**src/logic/gpio_path_pkg.sv**
```systemverilog
// Shared constants for the pin pair and datapath configuration bank
package gpio_path_pkg;
	localparam int CLK_HZ = 40_000_000;
	localparam int ADDR_W = 10;
	localparam int DATA_W = 32;
	localparam int REG_W = 8;
	localparam int RGB_W = 24;
	// Register indices; byte address is four times the index
	localparam logic [7:0] IDX_GPIO_PAIR = 8'h21;
	localparam logic [7:0] IDX_PATH_CTRL = 8'h22;
	localparam logic [7:0] IDX_PIN_STATUS = 8'h30;
	localparam logic [ADDR_W-1:0] ADDR_GPIO_PAIR = {IDX_GPIO_PAIR, 2'h0};
	localparam logic [ADDR_W-1:0] ADDR_PATH_CTRL = {IDX_PATH_CTRL, 2'h0};
	localparam logic [ADDR_W-1:0] ADDR_PIN_STATUS = {IDX_PIN_STATUS, 2'h0};
	localparam logic [REG_W-1:0] GPIO_PAIR_RESET = 8'h00;
	localparam logic [REG_W-1:0] PATH_CTRL_RESET = 8'h00;
	// Pin pair field positions
	localparam int PIN_B_LOCAL_OUT_BIT = 7;
	localparam int PIN_B_DIRECTION_BIT = 5;
	localparam int PIN_B_ENABLE_BIT = 4;
	localparam int PIN_A_LOCAL_OUT_BIT = 3;
	localparam int PIN_A_DIRECTION_BIT = 1;
	localparam int PIN_A_ENABLE_BIT = 0;
	// Datapath field positions
	localparam int FORWARD_LOAD_BLOCK_BIT = 7;
	localparam int PIXEL_PASS_ALWAYS_BIT = 6;
	localparam int DATA_ENABLE_INVERT_BIT = 5;
	localparam int AUDIO_ON_VIDEO_SUPPRESS_BIT = 4;
	localparam int QUAD_OVERRIDE_BIT = 3;
	localparam int VIDEO_18_BIT = 2;
	localparam int INBAND_AUDIO_BIT = 1;
	localparam int QUAD_ENABLE_BIT = 0;
	// Pin setting {direction, enable}
	localparam logic [1:0] PIN_FUNC_OUT = 2'h0;
	localparam logic [1:0] PIN_HIGH_Z = 2'h2;
	localparam logic [1:0] PIN_GP_OUT = 2'h1;
	localparam logic [1:0] PIN_GP_IN = 2'h3;
	localparam logic [RGB_W-1:0] RGB_18_MASK = 24'hFCFCFC;
	localparam logic [1:0] RESP_OKAY = 2'h0;
	localparam logic [1:0] RESP_SLVERR = 2'h2;
endpackage

```
**src/logic/path_cfg_if.sv**
```systemverilog
// Datapath settings carried from the register bank to the video path
`timescale 1ns/100ps
interface path_cfg_if;
	logic pass_all;
	logic de_invert;
	logic audio_suppress;
	logic quad_override;
	logic video_18;
	logic inband_audio;
	logic quad_enable;
	modport ctrl (output pass_all, de_invert, audio_suppress, quad_override, video_18,
		inband_audio, quad_enable);
	modport path (input pass_all, de_invert, audio_suppress, quad_override, video_18,
		inband_audio, quad_enable);
endinterface

```
**src/logic/gp_pin_ctrl.sv**
```systemverilog
// One general-purpose pin: mode decode, drive and input sampling
`timescale 1ns/100ps
module gp_pin_ctrl
	import gpio_path_pkg::*;
(
	input wire logic clk_in,
	input wire logic rst_in,
	input wire logic [1:0] mode_in,
	input wire logic local_out_in,
	input wire logic remote_en_in,
	input wire logic remote_val_in,
	input wire logic func_val_in,
	input wire logic pad_in,
	output logic pad_out,
	output logic pad_oe_out,
	output logic level_out
);
	logic out_reg, out_next, oe_reg, oe_next, lvl_reg, lvl_next;

	always_comb begin
		out_next = 1'b0;
		oe_next = 1'b0;
		lvl_next = pad_in;
		case (mode_in)
			PIN_FUNC_OUT: begin
				out_next = func_val_in;
				oe_next = 1'b1;
			end
			// Remote control forces the pin to an output
			PIN_GP_OUT, PIN_GP_IN: begin
				oe_next = remote_en_in || (mode_in == PIN_GP_OUT);
				out_next = remote_en_in ? remote_val_in : local_out_in;
			end
			default: begin
				oe_next = 1'b0;
			end
		endcase
	end

	always_ff @(posedge clk_in) begin
		if (rst_in) begin
			out_reg <= 1'b0;
			oe_reg <= 1'b0;
			lvl_reg <= 1'b0;
		end else begin
			out_reg <= out_next;
			oe_reg <= oe_next;
			lvl_reg <= lvl_next;
		end
	end

	assign pad_out = out_reg;
	assign pad_oe_out = oe_reg;
	assign level_out = lvl_reg;
endmodule

```
**src/logic/gpio_pair_path_regs.sv**
```systemverilog
// Pin pair and video/audio datapath configuration bank with Avalon-MM slave
// Contract
// - Each pin drives its local value only in GP output mode, remote off.
// - Pin setting {direction,enable}: 00 functional, 10 high-Z, 01 GP out, 11 GP in.
// - Second pin uses bits 5 and 4; first pin uses bits 1 and 0.
// - Load-block bit 7 set keeps local values; clear allows forward loading.
// - Datapath bits 6..0 load from the remote serializer unless bit 7 set.
// - Pass-always bit 6 forwards pixels regardless of data enable.
// - Pass-always disables content protection and blocks packetized audio.
// - Invert bit 5 makes data enable active low; clear means active high.
// - Suppress bit 4 keeps packetized audio off the video pins.
// - Quad override bit 3 lets bit 0 set quad audio, else disabled.
// - Bit 2 selects 18-bit video when set, 24-bit when clear.
// - Surround audio withheld in repeater mode with 18-bit video.
// - Bit 1 selects in-band audio transport, else data-island transport.
// - Bit 0 enables quad serial audio when set, only while override bit 3 is also set.
`timescale 1ns/100ps
module gpio_pair_path_regs
	import gpio_path_pkg::*;
(
	// Clock and reset
	input wire logic SYS_CLK_IN,
	input wire logic SYS_RST_IN,
	// Avalon-MM slave
	input wire logic [gpio_path_pkg::ADDR_W-1:0] AVS_ADDRESS_IN,
	input wire logic AVS_READ_IN,
	input wire logic AVS_WRITE_IN,
	input wire logic [gpio_path_pkg::DATA_W-1:0] AVS_WRITEDATA_IN,
	input wire logic [3:0] AVS_BYTEENABLE_IN,
	output logic [gpio_path_pkg::DATA_W-1:0] AVS_READDATA_OUT,
	output logic [1:0] AVS_RESPONSE_OUT,
	output logic AVS_WAITREQUEST_OUT,
	// Forward channel settings from the remote serializer
	input wire logic FWD_LOAD_VALID_IN,
	input wire logic [6:0] FWD_LOAD_DATA_IN,
	// Remote pin control and functional sources
	input wire logic PIN_A_REMOTE_EN_IN,
	input wire logic PIN_A_REMOTE_VAL_IN,
	input wire logic PIN_A_FUNC_IN,
	input wire logic PIN_B_REMOTE_EN_IN,
	input wire logic PIN_B_REMOTE_VAL_IN,
	input wire logic PIN_B_FUNC_IN,
	// Pin pair pads
	input wire logic PIN_A_IN,
	output logic PIN_A_OUT,
	output logic PIN_A_OE_OUT,
	input wire logic PIN_B_IN,
	output logic PIN_B_OUT,
	output logic PIN_B_OE_OUT,
	// Video path
	input wire logic REPEATER_MODE_IN,
	input wire logic DATA_ENABLE_IN,
	input wire logic [gpio_path_pkg::RGB_W-1:0] RGB_IN,
	output logic [gpio_path_pkg::RGB_W-1:0] RGB_OUT,
	// Feature enables
	output logic CONTENT_PROTECT_EN_OUT,
	output logic PACKET_AUDIO_EN_OUT,
	output logic AUX_ON_VIDEO_OUT,
	output logic QUAD_AUDIO_EN_OUT,
	output logic SURROUND_OK_OUT,
	output logic INBAND_AUDIO_OUT
);
	import gpio_path_pkg::*;

	typedef enum logic [1:0] {
		ST_IDLE = 2'b01,
		ST_ACK = 2'b10
	} bus_state_e;

	bus_state_e state_reg, state_next;
	logic [REG_W-1:0] gpio_reg, gpio_next;
	logic [REG_W-1:0] path_reg, path_next;
	logic [DATA_W-1:0] rdata_reg, rdata_next;
	logic [1:0] resp_reg, resp_next;
	logic hit_gpio, hit_path, hit_status, hit_any;
	logic wr_fire, wr_gpio, wr_path, fwd_take;
	logic pin_a_level, pin_b_level;
	logic [REG_W-1:0] status_val;

	path_cfg_if cfg_bus ();

	// Address decode
	always_comb begin
		hit_gpio = (AVS_ADDRESS_IN == ADDR_GPIO_PAIR);
		hit_path = (AVS_ADDRESS_IN == ADDR_PATH_CTRL);
		hit_status = (AVS_ADDRESS_IN == ADDR_PIN_STATUS);
		hit_any = hit_gpio || hit_path || hit_status;
		wr_fire = (state_reg == ST_ACK) && AVS_WRITE_IN && AVS_BYTEENABLE_IN[0];
		wr_gpio = wr_fire && hit_gpio;
		wr_path = wr_fire && hit_path;
		status_val = {4'h0, SURROUND_OK_OUT, QUAD_AUDIO_EN_OUT, pin_b_level, pin_a_level};
	end

	// One wait state: request taken in idle, answered in ack
	always_comb begin
		state_next = state_reg;
		rdata_next = rdata_reg;
		resp_next = resp_reg;
		case (state_reg)
			ST_IDLE: begin
				if (AVS_READ_IN || AVS_WRITE_IN) begin
					state_next = ST_ACK;
					resp_next = hit_any ? RESP_OKAY : RESP_SLVERR;
					rdata_next = '0;
					if (AVS_READ_IN && hit_gpio) begin
						rdata_next = {24'h000000, gpio_reg};
					end else if (AVS_READ_IN && hit_path) begin
						rdata_next = {24'h000000, path_reg};
					end else if (AVS_READ_IN && hit_status) begin
						rdata_next = {24'h000000, status_val};
					end
				end
			end
			ST_ACK: begin
				state_next = ST_IDLE;
			end
			default: begin
				state_next = ST_IDLE;
			end
		endcase
	end

	always_ff @(posedge SYS_CLK_IN) begin
		if (SYS_RST_IN) begin
			state_reg <= ST_IDLE;
			rdata_reg <= '0;
			resp_reg <= RESP_OKAY;
		end else begin
			state_reg <= state_next;
			rdata_reg <= rdata_next;
			resp_reg <= resp_next;
		end
	end

	assign AVS_WAITREQUEST_OUT = (state_reg != ST_ACK);
	assign AVS_READDATA_OUT = rdata_reg;
	assign AVS_RESPONSE_OUT = resp_reg;

	// Register contents; a local write beats a forward load in the same cycle
	always_comb begin
		gpio_next = gpio_reg;
		path_next = path_reg;
		if (wr_gpio) begin
			gpio_next = AVS_WRITEDATA_IN[REG_W-1:0];
		end
		fwd_take = FWD_LOAD_VALID_IN && !path_reg[FORWARD_LOAD_BLOCK_BIT] && !wr_path;
		if (wr_path) begin
			path_next = AVS_WRITEDATA_IN[REG_W-1:0];
		end else if (fwd_take) begin
			path_next = {path_reg[FORWARD_LOAD_BLOCK_BIT], FWD_LOAD_DATA_IN};
		end
	end

	always_ff @(posedge SYS_CLK_IN) begin
		if (SYS_RST_IN) begin
			gpio_reg <= GPIO_PAIR_RESET;
			path_reg <= PATH_CTRL_RESET;
		end else begin
			gpio_reg <= gpio_next;
			path_reg <= path_next;
		end
	end

	assign cfg_bus.pass_all = path_reg[PIXEL_PASS_ALWAYS_BIT];
	assign cfg_bus.de_invert = path_reg[DATA_ENABLE_INVERT_BIT];
	assign cfg_bus.audio_suppress = path_reg[AUDIO_ON_VIDEO_SUPPRESS_BIT];
	assign cfg_bus.quad_override = path_reg[QUAD_OVERRIDE_BIT];
	assign cfg_bus.quad_enable = path_reg[QUAD_ENABLE_BIT];
	assign cfg_bus.video_18 = path_reg[VIDEO_18_BIT];
	assign cfg_bus.inband_audio = path_reg[INBAND_AUDIO_BIT];

	gp_pin_ctrl u_pin_a (
		.clk_in(SYS_CLK_IN),
		.rst_in(SYS_RST_IN),
		.mode_in({gpio_reg[PIN_A_DIRECTION_BIT], gpio_reg[PIN_A_ENABLE_BIT]}),
		.local_out_in(gpio_reg[PIN_A_LOCAL_OUT_BIT]),
		.remote_en_in(PIN_A_REMOTE_EN_IN),
		.remote_val_in(PIN_A_REMOTE_VAL_IN),
		.func_val_in(PIN_A_FUNC_IN),
		.pad_in(PIN_A_IN),
		.pad_out(PIN_A_OUT),
		.pad_oe_out(PIN_A_OE_OUT),
		.level_out(pin_a_level)
	);

	gp_pin_ctrl u_pin_b (
		.clk_in(SYS_CLK_IN),
		.rst_in(SYS_RST_IN),
		.mode_in({gpio_reg[PIN_B_DIRECTION_BIT], gpio_reg[PIN_B_ENABLE_BIT]}),
		.local_out_in(gpio_reg[PIN_B_LOCAL_OUT_BIT]),
		.remote_en_in(PIN_B_REMOTE_EN_IN),
		.remote_val_in(PIN_B_REMOTE_VAL_IN),
		.func_val_in(PIN_B_FUNC_IN),
		.pad_in(PIN_B_IN),
		.pad_out(PIN_B_OUT),
		.pad_oe_out(PIN_B_OE_OUT),
		.level_out(pin_b_level)
	);

	video_path_ctrl u_path (
		.clk_in(SYS_CLK_IN),
		.rst_in(SYS_RST_IN),
		.cfg(cfg_bus.path),
		.repeater_in(REPEATER_MODE_IN),
		.de_in(DATA_ENABLE_IN),
		.rgb_in(RGB_IN),
		.rgb_out(RGB_OUT),
		.cp_en_out(CONTENT_PROTECT_EN_OUT),
		.pkt_audio_en_out(PACKET_AUDIO_EN_OUT),
		.aux_on_video_out(AUX_ON_VIDEO_OUT),
		.quad_en_out(QUAD_AUDIO_EN_OUT),
		.surround_ok_out(SURROUND_OK_OUT),
		.inband_out(INBAND_AUDIO_OUT)
	);
endmodule

```
**src/logic/video_path_ctrl.sv**
```systemverilog
// Pixel framing and audio feature enables driven by datapath settings
`timescale 1ns/100ps
module video_path_ctrl
	import gpio_path_pkg::*;
(
	input wire logic clk_in,
	input wire logic rst_in,
	path_cfg_if.path cfg,
	input wire logic repeater_in,
	input wire logic de_in,
	input wire logic [RGB_W-1:0] rgb_in,
	output logic [RGB_W-1:0] rgb_out,
	output logic cp_en_out,
	output logic pkt_audio_en_out,
	output logic aux_on_video_out,
	output logic quad_en_out,
	output logic surround_ok_out,
	output logic inband_out
);
	logic [RGB_W-1:0] rgb_reg, rgb_next;
	logic [5:0] flag_reg, flag_next;
	logic de_active, quad;

	always_comb begin
		de_active = de_in ^ cfg.de_invert;
		quad = cfg.quad_override & cfg.quad_enable;
		rgb_next = (cfg.pass_all || de_active) ? rgb_in : '0;
		if (cfg.video_18) begin
			rgb_next = rgb_next & RGB_18_MASK;
		end
		flag_next = {!cfg.pass_all, !cfg.pass_all, !cfg.pass_all && !cfg.audio_suppress,
			quad, quad && !(repeater_in && cfg.video_18), cfg.inband_audio};
	end

	always_ff @(posedge clk_in) begin
		if (rst_in) begin
			rgb_reg <= '0;
			flag_reg <= '0;
		end else begin
			rgb_reg <= rgb_next;
			flag_reg <= flag_next;
		end
	end

	assign rgb_out = rgb_reg;
	assign {cp_en_out, pkt_audio_en_out, aux_on_video_out, quad_en_out, surround_ok_out,
		inband_out} = flag_reg;
endmodule

```
**config.mk**
```make
export PLATFORM = sky130hd
export DESIGN_NAME = gpio_pair_path_regs
export DESIGN_NICKNAME = d
export VERILOG_FILES = /design/src/logic/gpio_path_pkg.sv /design/src/logic/path_cfg_if.sv /design/src/logic/gp_pin_ctrl.sv /design/src/logic/gpio_pair_path_regs.sv /design/src/logic/video_path_ctrl.sv
export SDC_FILE = /design/constraint.sdc
export NUM_CORES = 1
export LEC_CHECK = 0
export BUFFER_PORTS_ARGS = -buffer_cell sky130_fd_sc_hd__buf_2
export CORE_ASPECT_RATIO = 0.5
export CORE_MARGIN = 2
export CORE_UTILIZATION = 47
export CTS_BUF_LIST = sky130_fd_sc_hd__clkbuf_8
export CTS_CLUSTER_DIAMETER = 60
export CTS_CLUSTER_SIZE = 40
export DETAILED_ROUTE_END_ITERATION = 12
export PLACE_DENSITY_LB_ADDON = 0.05
export SKIP_CTS_REPAIR_TIMING = 1
export SYNTH_ARGS = -nofsm -noshare
export SYNTH_HDL_FRONTEND = slang
export SYNTH_SLANG_ARGS = --single-unit
```
**constraint.sdc**
```tcl
create_clock -name SYS_CLK_IN -period 6.17 [get_ports SYS_CLK_IN]
set_input_delay 1.234 -clock SYS_CLK_IN [delete_from_list [all_inputs] [get_ports SYS_CLK_IN]]
set_output_delay 1.234 -clock SYS_CLK_IN [all_outputs]
set_load 0.05 [all_outputs]
```
==> results of run 1 <==
-- cell families after synthesis --
kind of cell	count (synthesis)
AND/OR/NAND/NOR	86
buffers and inverters	44
other	1
AO/OA/AOI/OAI	38
flip-flops	62
XOR/XNOR	1
multiplexers	17
-- metrics by stage --
step / utilization (%) / power, mW / cells / hold WS, ns / worst slack (ns)
after floorplan: - / 0.5811 / 273 / 0.4248 / 3.200
after global placement: 59.13 / 0.6115 / 415 / 0.4438 / 3.070
after detailed placement: 59.13 / 0.6145 / 415 / 0.4417 / 2.938
after CTS: 62.38 / 0.9076 / 430 / 0.4520 / 3.305
after global routing: 62.38 / 0.9396 / 430 / 0.4745 / 2.964
final: 62.38 / 0.8966 / 430 / 0.4498 / 3.283
-- worst register-to-register path, cell delays in order (launching register included) --
cell and delay [ns]:
dfxtp_1 0.33, nand4b_1 0.26, nor4_4 0.71, mux2i_1 0.26
nor2_1 0.05
-- how the worst min path moves through the flow --
stage / from / to / slack (ns) / cells past startpoint
4_1_cts: AVS_READDATA_OUT[0]$_SDFFE_PP0P_ / AVS_READDATA_OUT[0]$_SDFFE_PP0P_ / 0.45 / 2
6_report: AVS_READDATA_OUT[0]$_SDFFE_PP0P_ / AVS_READDATA_OUT[0]$_SDFFE_PP0P_ / 0.45 / 2
5_1_grt: AVS_READDATA_OUT[0]$_SDFFE_PP0P_ / AVS_READDATA_OUT[0]$_SDFFE_PP0P_ / 0.47 / 2
3_5_place_dp: AVS_READDATA_OUT[0]$_SDFFE_PP0P_ / AVS_READDATA_OUT[0]$_SDFFE_PP0P_ / 0.44 / 2
3_3_place_gp: AVS_READDATA_OUT[0]$_SDFFE_PP0P_ / AVS_READDATA_OUT[0]$_SDFFE_PP0P_ / 0.44 / 2
2_1_floorplan: path_reg[4]$_SDFFE_PP0P_ / u_path.flag_reg[3]$_SDFF_PP0_ / 0.42 / 1
-- Yosys cell counts (2+ instances only) --
cell type  number  area share, %
nor2_1         33            4.9
mux2i_1        15            5.9
nand2b_1        3           0.74
or4_4           2           0.89
nand4b_1        2           0.69
buf_6           2           0.89
dfxtp_1        62             49
a21oi_1         6            1.2
nand2_1         3           0.45
mux2_2          2           0.89
a32oi_1         2           0.69
buf_4          26            7.7
a211oi_2        7            3.5
nor2b_1         7            1.7
inv_1           7            1.0
and2_1         24            5.9
o21a_1          4            1.2
nand3_1         2           0.40
nor3_1          2           0.40
a22oi_1         6            1.8
a211oi_1        5            1.5
or3b_2          4            1.4
o32ai_1         4            1.4
clkbuf_1        7            1.0
-- cell type report --
type / count / area [um2] / share of cell area (%)
Clock buffer: 9 / 123.9 / 3.936
Clock inverter: 6 / 40.04 / 1.272
Inverter: 7 / 26.28 / 0.8350
Multi-Input combinational cell: 167 / 1080 / 34.31
Sequential cell: 62 / 1241 / 39.44
Tap cell: 70 / 87.58 / 2.783
Timing Repair Buffer: 109 / 548.0 / 17.42
-- routing by layer --
layer	share of wire [%]	vias up	wire length (um)	GRT usage [%]
met2	45	87	2426	29.11
met5	0	-	0	0
li1	-	1013	-	-
met1	45	902	2457	21.91
met3	8.0	10	432	7.260
met4	1.7	0	90	8.242
-- cell usage in the layout (no fill, tap or decap), types with 3 or more instances in the layout --
| cell | netlist | routed |
|---|---|---|
| conb_1 | 1 | 25 |
| o21a_1 | 4 | 4 |
| a22oi_1 | 6 | 6 |
| nand2b_1 | 3 | 3 |
| nand2_1 | 3 | 3 |
| dfxtp_1 | 62 | 62 |
| a21oi_1 | 6 | 6 |
| clkbuf_8 | 0 | 9 |
| a211oi_1 | 5 | 5 |
| or3b_2 | 4 | 4 |
| clkinvlp_4 | 0 | 4 |
| buf_2 | 0 | 108 |
| nor2b_1 | 7 | 7 |
| inv_1 | 7 | 7 |
| and2_1 | 24 | 24 |
| mux2i_1 | 15 | 15 |
| nor2_1 | 33 | 33 |
| o32ai_1 | 4 | 4 |
| a211oi_2 | 7 | 7 |
-- power breakdown --
part	internal (mW)	switching (mW)	total [mW]	leakage (nW)
Clock	0.141	0.150	0.292	0.0731
Sequential	0.421	0.00852	0.429	0.509
Combinational	0.0462	0.129	0.176	0.893
Total	0.608	0.288	0.897	1.48
==> metrics.md, run 1 <==
| Metric | Value |
|---|---|
| Routed WL | `5406 um` |
| Post-Synth XOR/XNOR Area | `0.3469%` |
| Clock Path Buffers | `2` |
| CP max stage delay | `0.88 ns` |
| Cts bufs inserted | `9` |
| Worst setup endpoint | `AVS_READDATA_OUT[4]$_SDFFE_PP0P_` |
| Via count | `2012` |
| Worst R2R Setup Slack | `4.42 ns` |
| Final Cell Area | `3147 um2` |
| Core area | `5045 um2` |
| Drt initial violations | `52` |
| Type of the worst setup path | `primary input to flip-flop` |
| CP Buf/Inv Count | `1` |
| Largest family of logic cells by synthesized area | `simple AND/OR/NAND/NOR gates` |
| Routed Antenna Nets | `0` |
| Largest net degree at the start of global routing | `37` |
| CTS root buf | `clkbuf_8` |
| Worst EP required | `6.41 ns` |
| Die area | `6010 um2` |
| Setup TNS | `0 ns` |
| Synth Area in Compound Gates | `12.54%` |
| Hold Violations, Final | `0` |
| Post-synth top flop | `dfxtp_1` |
| Final-report max-slew violation count | `0` |
| Max reg flops | `24` |
| First-pass GRT wire length | `8293 um` |
| Antenna violations before repair | `0` |
| Largest delay share family, worst path | `simple AND/OR/NAND/NOR gates` |
| Startpoint types | `primary input` |
| Starting Density | `50.05%` |
| Port-buffer cells | `108` |
| # clock sinks | `62` |
| RR Startpoint | `state_reg[0]$_SDFFE_PP1P_` |
| Synth Register Bits | `62` |
| Status | `finished, final reports clean` |
| CP Cell Sequence | `buf_2, nor4bb_1, nor3b_1, a21oi_1, a211oi_1` |
| Post-synthesis simple-gate area fraction | `19.33%` |
| Crit-path slowest cell | `nor4bb_1` |
| Synth Cell Area | `2525 um2` |
| Antenna diode count | `0` |
| Layout cell share with drive strength beyond 1 | `38.89%` |
| GPL Wtd Cong | `0.8430` |
| Hold Crit Class | `flip-flop to flip-flop` |
| P per Cell Area | `284.9 nW/um2` |
| Nets | `448` |
| Max Clock Freq | `346.4 MHz` |
| Proportion of synthesized area in mux cells | `6.838%` |
| CTS tree | `done` |
| GRT Total Usage | `18.30%` |
| DR DRC count | `0` |
| CTS clock-pin slew for the worst setup and hold paths | `0.06 ns` |
| DP Area | `2983 um2` |
| CTS H-Tree Depth | `3` |
| Critical path depth | `5` |
| RR Endpoint | `gpio_reg[4]$_SDFFE_PP0P_` |
| Max-cap viol count | `0` |
| Die width | `107.7 um` |
| Fill cells | `464` |
| Cells after synthesis | `249` |
| Worst vdd ir | `151.7 uV` |
| Synth unique cells | `36` |
| Global route overflow | `0` |
| # IOs | `161` |
| Asr flop ratio synth | `0%` |
| Max Clock Skew | `0.006668 ns` |
| Synth warn | `0` |
| Crit. Startpoint | `AVS_ADDRESS_IN[5]` |
| Syn_area_per_cell | `10.14 um2` |
| Worst reg-to-reg path cell count | `4` |
| Hpwl dp | `4140 um` |
| Clk_lat worst skew | `0.33 ns` |
| Critical path peak fanout | `7` |
| Layout area overhead | `24.63%` |
| Routed wire per std cell | `12.57 um` |
| Relative slew margins | `29.31%` |
| Final cycle utilization of the critical path | `46.79%` |
| RSZ-0062 raised after global routing | `false` |
| Setup Viol. Count Final | `0` |
| Number of global-route vias before repair | `1835` |
| LEAKAGE | `1.475 nW` |
| Via/cell ratio | `4.679` |
| Die extent in y | `55.83 um` |
| Synth Area in Adders | `0%` |
| Core Rows | `18` |
| Fin crit period | `2.887 ns` |
| Number of enable flip-flop cells after synthesis | `0` |
| First-pass DRT Iterations | `5` |
| Critical path arrival | `3.12 ns` |
| Register area share after synthesis | `49.16%` |
| CP endpoint kind | `flip-flop` |
| Worst-Margin Slew | `1.046 ns` |
Note: power is estimated with default switching activity, not from simulation.
==> inputs of run 2 (changes only) <==
- CORE_UTILIZATION: 47 -> 44
- clock period: 6.17 -> 2.7 ns (I/O delays scaled with it)
==> run 2 against run 1 <==
Routed wire length up 1.3%. Die area up 6.4%. Flip-flop and latch count unchanged. Clock skew about the same. Utilization down 4.7 points. Cell area up 1.2%. Clock-buffer cell count unchanged.
==> metrics.md, run 2 (synthesis results as in run 1) <==
| Metric | Value |
|---|---|
| Final cycle utilization of the critical path | `71.83%` |
| Hold path cells | `2 (unchanged)` |
| Psw | `0.6825 mW (was 0.2885 mW)` |
| Worst-Margin Slew | `0.7698 ns (was 1.046 ns)` |
| First-pass GRT wire length | `8576 um (was 8293 um)` |
| GRT Total Usage | `17.46% (was 18.30%)` |
| Seq pwr share | `47.1% (was 47.9%)` |
| Fin crit period | `1.939 ns` |
| Via count | `2028 (was 2012)` |
| Hold wc startpoint | `REPEATER_MODE_IN (was AVS_READDATA_OUT[0]$_SDFFE_PP0P_)` |
| Type of the worst setup path | `primary input to flip-flop (unchanged)` |
| Routed WL | `5475 um (was 5406 um)` |
| Switch share | `32.76% (was 32.17%)` |
| Die extent in y | `57.57 um (was 55.83 um)` |
| Worst vdd ir | `391.3 uV (was 151.7 uV)` |
| Clock Path Buffers | `2 (unchanged)` |
| Largest net degree at the start of global routing | `21 (was 37)` |
| Clk_lat worst skew | `0.34 ns (was 0.33 ns)` |
| CTS root buf | `clkbuf_8 (unchanged)` |
| Most common cell after layout, fill and taps aside | `buf_2 (unchanged)` |
| Critical path peak fanout | `15 (was 7)` |
| Hold Crit Class | `primary input to flip-flop (was flip-flop to flip-flop)` |
| Starting Density | `45.78% (was 50.05%)` |
| Core Rows | `19 (was 18)` |
| Nets | `451 (was 448)` |
| CTS H-Tree Depth | `3 (unchanged)` |
| RR Endpoint | `path_reg[0]$_SDFFE_PP0P_ (was gpio_reg[4]$_SDFFE_PP0P_)` |
| Setup Viol. Count Final | `0 (unchanged)` |
| Clk pwr share | `33.6% (was 32.5%)` |
| Crit. Startpoint | `AVS_ADDRESS_IN[9] (was AVS_ADDRESS_IN[5])` |
| Worst reg-to-reg path cell count | `4 (unchanged)` |
| Final-report max-slew violation count | `0 (unchanged)` |
| P per Cell Area | `654.4 nW/um2 (was 284.9 nW/um2)` |
| DR DRC count | `0 (unchanged)` |
| CP endpoint kind | `flip-flop (unchanged)` |
| Worst R2R Setup Slack | `1.18 ns (was 4.42 ns)` |
| Fill cells | `521 (was 464)` |
| Routed Antenna Nets | `0 (unchanged)` |
| LEAKAGE | `1.499 nW (was 1.475 nW)` |
| Fin util | `57.71% (was 62.38%)` |
| # clock sinks | `62 (unchanged)` |
| RSZ-0062 raised after global routing | `false (unchanged)` |
| Via/cell ratio | `4.641 (was 4.679)` |
| Drt initial violations | `49 (was 52)` |
| Combinational share of power | `19.3% (was 19.6%)` |
| Die width | `111.1 um (was 107.7 um)` |
| Routed wire per std cell | `12.53 um (was 12.57 um)` |
| Global route overflow | `0 (unchanged)` |
| First-pass DRT Iterations | `4 (was 5)` |
| Hold Violations, Final | `0 (unchanged)` |
| Layout cell share with drive strength beyond 1 | `39.56% (was 38.89%)` |
| Setup TNS | `0 ns (unchanged)` |
| RR Startpoint | `state_reg[0]$_SDFFE_PP1P_ (unchanged)` |
| Critical path arrival | `2.15 ns (was 3.12 ns)` |
| Startpoint types | `primary input (unchanged)` |
| Internal | `1.401 mW (was 0.6082 mW)` |
| Max Clock Skew | `0.006551 ns (was 0.006668 ns)` |
| Relative slew margins | `48.57% (was 29.31%)` |
| Max Clock Freq | `515.6 MHz` |
| GPL Wtd Cong | `0.7424 (was 0.8430)` |
| # IOs | `161 (unchanged)` |
| Worst EP required | `2.91 ns (was 6.41 ns)` |
| Antenna diode count | `0 (unchanged)` |
| Antenna violations before repair | `0 (unchanged)` |
| Status | `finished, final reports clean (unchanged)` |
| CTS tree | `done (unchanged)` |
| CTS clock-pin slew for the worst setup and hold paths | `0.06 ns (about the same)` |
| Core area | `5515 um2 (was 5045 um2)` |
| Layout area overhead | `26.07% (was 24.63%)` |
| Max reg flops | `24 (unchanged)` |
| Most frequent cells in the layout | `buf_2 (108), dfxtp_1 (62), nor2_1 (33) (unchanged)` |
| Cts bufs inserted | `9 (unchanged)` |
| Max-cap viol count | `0 (unchanged)` |
| Port-buffer cells | `108 (unchanged)` |
| Die area | `6397 um2 (was 6010 um2)` |
| Hold Path End | `u_path.flag_reg[1]$_SDFF_PP0_ (was AVS_READDATA_OUT[0]$_SDFFE_PP0P_)` |
| Number of global-route vias before repair | `1899 (was 1835)` |
| Hpwl dp | `4268 um (was 4140 um)` |
-- run 2: changes by cell type in the layout (fill, tap and decap cells not counted) --
cell and change:
clkinvlp_4 -1, inv_6 +1, buf_4 +3, clkinv_4 +1
-- run 2: routing by layer --
metal	global-route usage [%]	share of wire [%]
met3	5.739	9.4
met2	30.24	47
met5	0	0
met1	20.85	43
met4	6.349	0.62
-- run 2: cell type report --
class / instances / area [um2] / area share (%)
clock inverters: 7 / 50.05 / 1.572
well taps: 73 / 91.34 / 2.869
clock buffers: 9 / 123.9 / 3.892
repair buffers: 112 / 570.5 / 17.92
flip-flops and latches: 62 / 1241 / 38.99
inverters: 7 / 26.28 / 0.8255
multi-input cells: 167 / 1080 / 33.92
-- run 2: worst max-delay path by stage --
stage	to	slack (ns)
after detailed placement	path_reg[0]$_SDFFE_PP0P_	0.41
after floorplan	path_reg[1]$_SDFFE_PP0P_	0.42
final	path_reg[0]$_SDFFE_PP0P_	0.76
after global placement	path_reg[0]$_SDFFE_PP0P_	0.43
after global routing	path_reg[3]$_SDFFE_PP0P_	0.70
after CTS	path_reg[0]$_SDFFE_PP0P_	0.77
-- run 2: power groups by stage --
| stage | sequential, mW | clock [mW] | combinational, mW |
|---|---|---|---|
| floorplan | 1.13 | 0 | 0.202 |
| global placement | 0.999 | 0 | 0.401 |
| detailed placement | 1.00 | 0 | 0.404 |
| CTS | 0.981 | 0.725 | 0.405 |
| global route | 0.985 | 0.773 | 0.427 |
| finish | 0.981 | 0.700 | 0.402 |
-- run 2: stage by stage --
stage | setup slack, ns | std cells | instance area (um2) | hold slack (ns) | power, mW
floorplan | 0.4238 | 273 | 2615 | 0.4248 | 1.328
global placement | 0.4308 | 421 | 3009 | 0.4456 | 1.400
detailed placement | 0.4134 | 421 | 3009 | 0.4486 | 1.405
CTS | 0.7718 | 437 | 3183 | 0.3765 | 2.111
global route | 0.6998 | 437 | 3183 | 0.3775 | 2.185
finish | 0.7605 | 437 | 3183 | 0.3913 | 2.083
-- run 2: worst max-delay path: stages --
cell and delay [ns]:
buf_2 0.11, or4_4 0.58, or4_4 0.69, nor2_1 0.16, a211oi_2 0.06
==> inputs of run 3 (changes only) <==
- CORE_UTILIZATION: 44 -> 39
- clock period: 2.7 -> 1.7 ns (I/O delays scaled with it)
==> run 3 against run 2 <==
Die area is 12% higher. Clock skew is 0.0025 ns lower. Critical endpoint is now AVS_READDATA_OUT[2]$_SDFFE_PP0P_. Clock-buffer cell count is 1 higher. Highest routed layer unchanged. Register-to-register slack worse by 1.0 ns. Clock power is 96% higher. Combinational power is 67% higher. Worst hold slack worse by 0.19 ns. Critical path depth is 1 higher. Cell area is 8.0% higher.
==> metrics.md, run 3 (synthesis results as in run 1) <==
| Metric | Value |
|---|---|
| Die area | `7173 um2 (was 6397 um2)` |
| Hold Crit Class | `primary input to flip-flop (unchanged)` |
| Final Cell Area | `3437 um2 (was 3183 um2)` |
| Cts bufs inserted | `9 (unchanged)` |
| Clock Path Buffers | `2 (unchanged)` |
| Antenna diode count | `0 (unchanged)` |
| Via count | `2103 (was 2028)` |
| Largest net degree at the start of global routing | `19 (was 21)` |
| Routed wire per std cell | `12.27 um (was 12.53 um)` |
| CTS H-Tree Depth | `3 (unchanged)` |
| Routed WL | `5805 um (was 5475 um)` |
| Global route overflow | `0 (unchanged)` |
| WL met1 | `2472 um (was 2371 um)` |
| Total power | `3.600 mW (was 2.083 mW)` |
| PnR worst setup slack | `0.03210 ns (was 0.7605 ns)` |
| First-pass GRT wire length | `8769 um (was 8576 um)` |
| Port-buffer cells | `108 (unchanged)` |
| Drt initial violations | `79 (was 49)` |
| Max Clock Freq | `599.6 MHz` |
| Final cycle utilization of the critical path | `98.11%` |
| P per Cell Area | `1048 nW/um2 (was 654.4 nW/um2)` |
| Max-cap viol count | `0 (unchanged)` |
| Setup TNS | `0 ns (unchanged)` |
| Die extent in y | `60.90 um (was 57.57 um)` |
| Hold Violations, Final | `0 (unchanged)` |
| Fin crit period | `1.668 ns` |
| Via/cell ratio | `4.446 (was 4.641)` |
| Place WS | `-0.3489 ns (was 0.4134 ns)` |
| Number of global-route vias before repair | `1912 (was 1899)` |
| Most common cell after layout, fill and taps aside | `buf_2 (unchanged)` |
| RSZ-0062 raised after global routing | `true (was false)` |
| Starting Density | `41.02% (was 45.78%)` |
| Antenna violations before repair | `0 (unchanged)` |
| Nets | `472 (was 451)` |
| Most frequent cells in the layout | `buf_2 (108), dfxtp_1 (62), nor2_1 (30) (was buf_2 (108), dfxtp_1 (62), nor2_1 (33))` |
| Clk_lat worst skew | `0.33 ns (was 0.34 ns)` |
| Max Clock Skew | `0.004100 ns (was 0.006551 ns)` |
| CTS root buf | `clkbuf_8 (unchanged)` |
| Status | `finished, final reports clean (unchanged)` |
| CTS clock-pin slew for the worst setup and hold paths | `0.06 ns (about the same)` |
| Worst EP required | `1.91 ns (was 2.91 ns)` |
| First-pass DRT Iterations | `4 (unchanged)` |
| Critical path arrival | `1.88 ns (was 2.15 ns)` |
| Met3 wire length | `553 um (was 513 um)` |
| Startpoint types | `primary input (unchanged)` |
| LEAKAGE | `1.636 nW (was 1.499 nW)` |
| Core Rows | `20 (was 19)` |
| Routed length on met2 | `2694 um (was 2555 um)` |
| Layout cell share with drive strength beyond 1 | `43.38% (was 39.56%)` |
| DP Area | `3207 um2 (was 3009 um2)` |
| Layout area overhead | `36.12% (was 26.07%)` |
| Fill cells | `600 (was 521)` |
| Routed Antenna Nets | `0 (unchanged)` |
| Hpwl dp | `4510 um (was 4268 um)` |
| # IOs | `161 (unchanged)` |
| GRT Total Usage | `16.26% (was 17.46%)` |
| Core area | `6156 um2 (was 5515 um2)` |
| Worst vdd ir | `553.1 uV (was 391.3 uV)` |
| DR DRC count | `0 (unchanged)` |
| Setup Viol. Count Final | `0 (unchanged)` |
| Die width | `117.8 um (was 111.1 um)` |
| GPL Wtd Cong | `0.7615 (was 0.7424)` |
| CTS tree | `done (unchanged)` |
| Top Metal Used | `met4 (unchanged)` |
| Final-report max-slew violation count | `0 (unchanged)` |
| Max reg flops | `24 (unchanged)` |
| Type of the worst setup path | `primary input to flip-flop (unchanged)` |
| CP endpoint kind | `flip-flop (unchanged)` |
| Critical path peak fanout | `5 (was 15)` |
| # clock sinks | `62 (unchanged)` |
[run 3: cell count changes in the layout (fill, tap and decap cells not counted), sizes merged]
| cell | previous run | this run |
|---|---|---|
| or4 | 2 | 3 |
| buf | 112 | 132 |
| clkinv | 3 | 2 |
| clkinvlp | 3 | 0 |
| inv | 8 | 9 |
| clkbuf | 9 | 10 |
| bufinv | 0 | 2 |
[run 3: cell type report]
type,instances,area (um2),area share (%)
clock buffer,10,137.6,4.004
clock inverter,6,77.57,2.257
inverter,7,26.28,0.7645
multi-input combinational,168,1120,32.58
sequential,62,1241,36.11
tap,88,110.1,3.204
timing repair buffer,132,724.4,21.08
[run 3: worst max-delay path: stages]
cell and delay, ns:
buf_2 0.10, or4_4 0.56, buf_6 0.16, or3b_2 0.50, nor2_1 0.13, o32ai_1 0.09
[run 3: final timing paths]
kind	startpoint	slack (ns)	end	cells after the start
setup / recovery	AVS_ADDRESS_IN[9]	0.03	AVS_READDATA_OUT[2]$_SDFFE_PP0P_	6
hold / removal	REPEATER_MODE_IN	0.20	u_path.flag_reg[1]$_SDFF_PP0_	2
setup reg to reg	state_reg[0]$_SDFFE_PP1P_	0.17	gpio_reg[3]$_SDFFE_PP0P_	6
hold reg to reg	path_reg[4]$_SDFFE_PP0P_	0.48	u_path.flag_reg[3]$_SDFF_PP0_	1
[run 3: per-layer routing]
layer / global-route usage [%] / up-vias
li1: - / 1061
met1: 18.17 / 941
met2: 27.57 / 91
met3: 7.707 / 10
met4: 7.229 / 0
met5: 0 / -
[run 3: power breakdown]
group | internal (mW) | switching (mW) | leakage, nW
Sequential | 1.53 | 0.0300 | 0.509
Combinational | 0.191 | 0.480 | 1.01
Clock | 0.849 | 0.522 | 0.119
[run 3: per-stage QoR]
stage	hold WS (ns)	utilization [%]	instances
6_report	0.1994	55.83	473
4_1_cts	0.1810	55.59	472
5_1_grt	0.1914	55.83	473
2_1_floorplan	0.4248	-	273
3_3_place_gp	0.4569	52.09	456
3_5_place_dp	0.4597	52.09	456
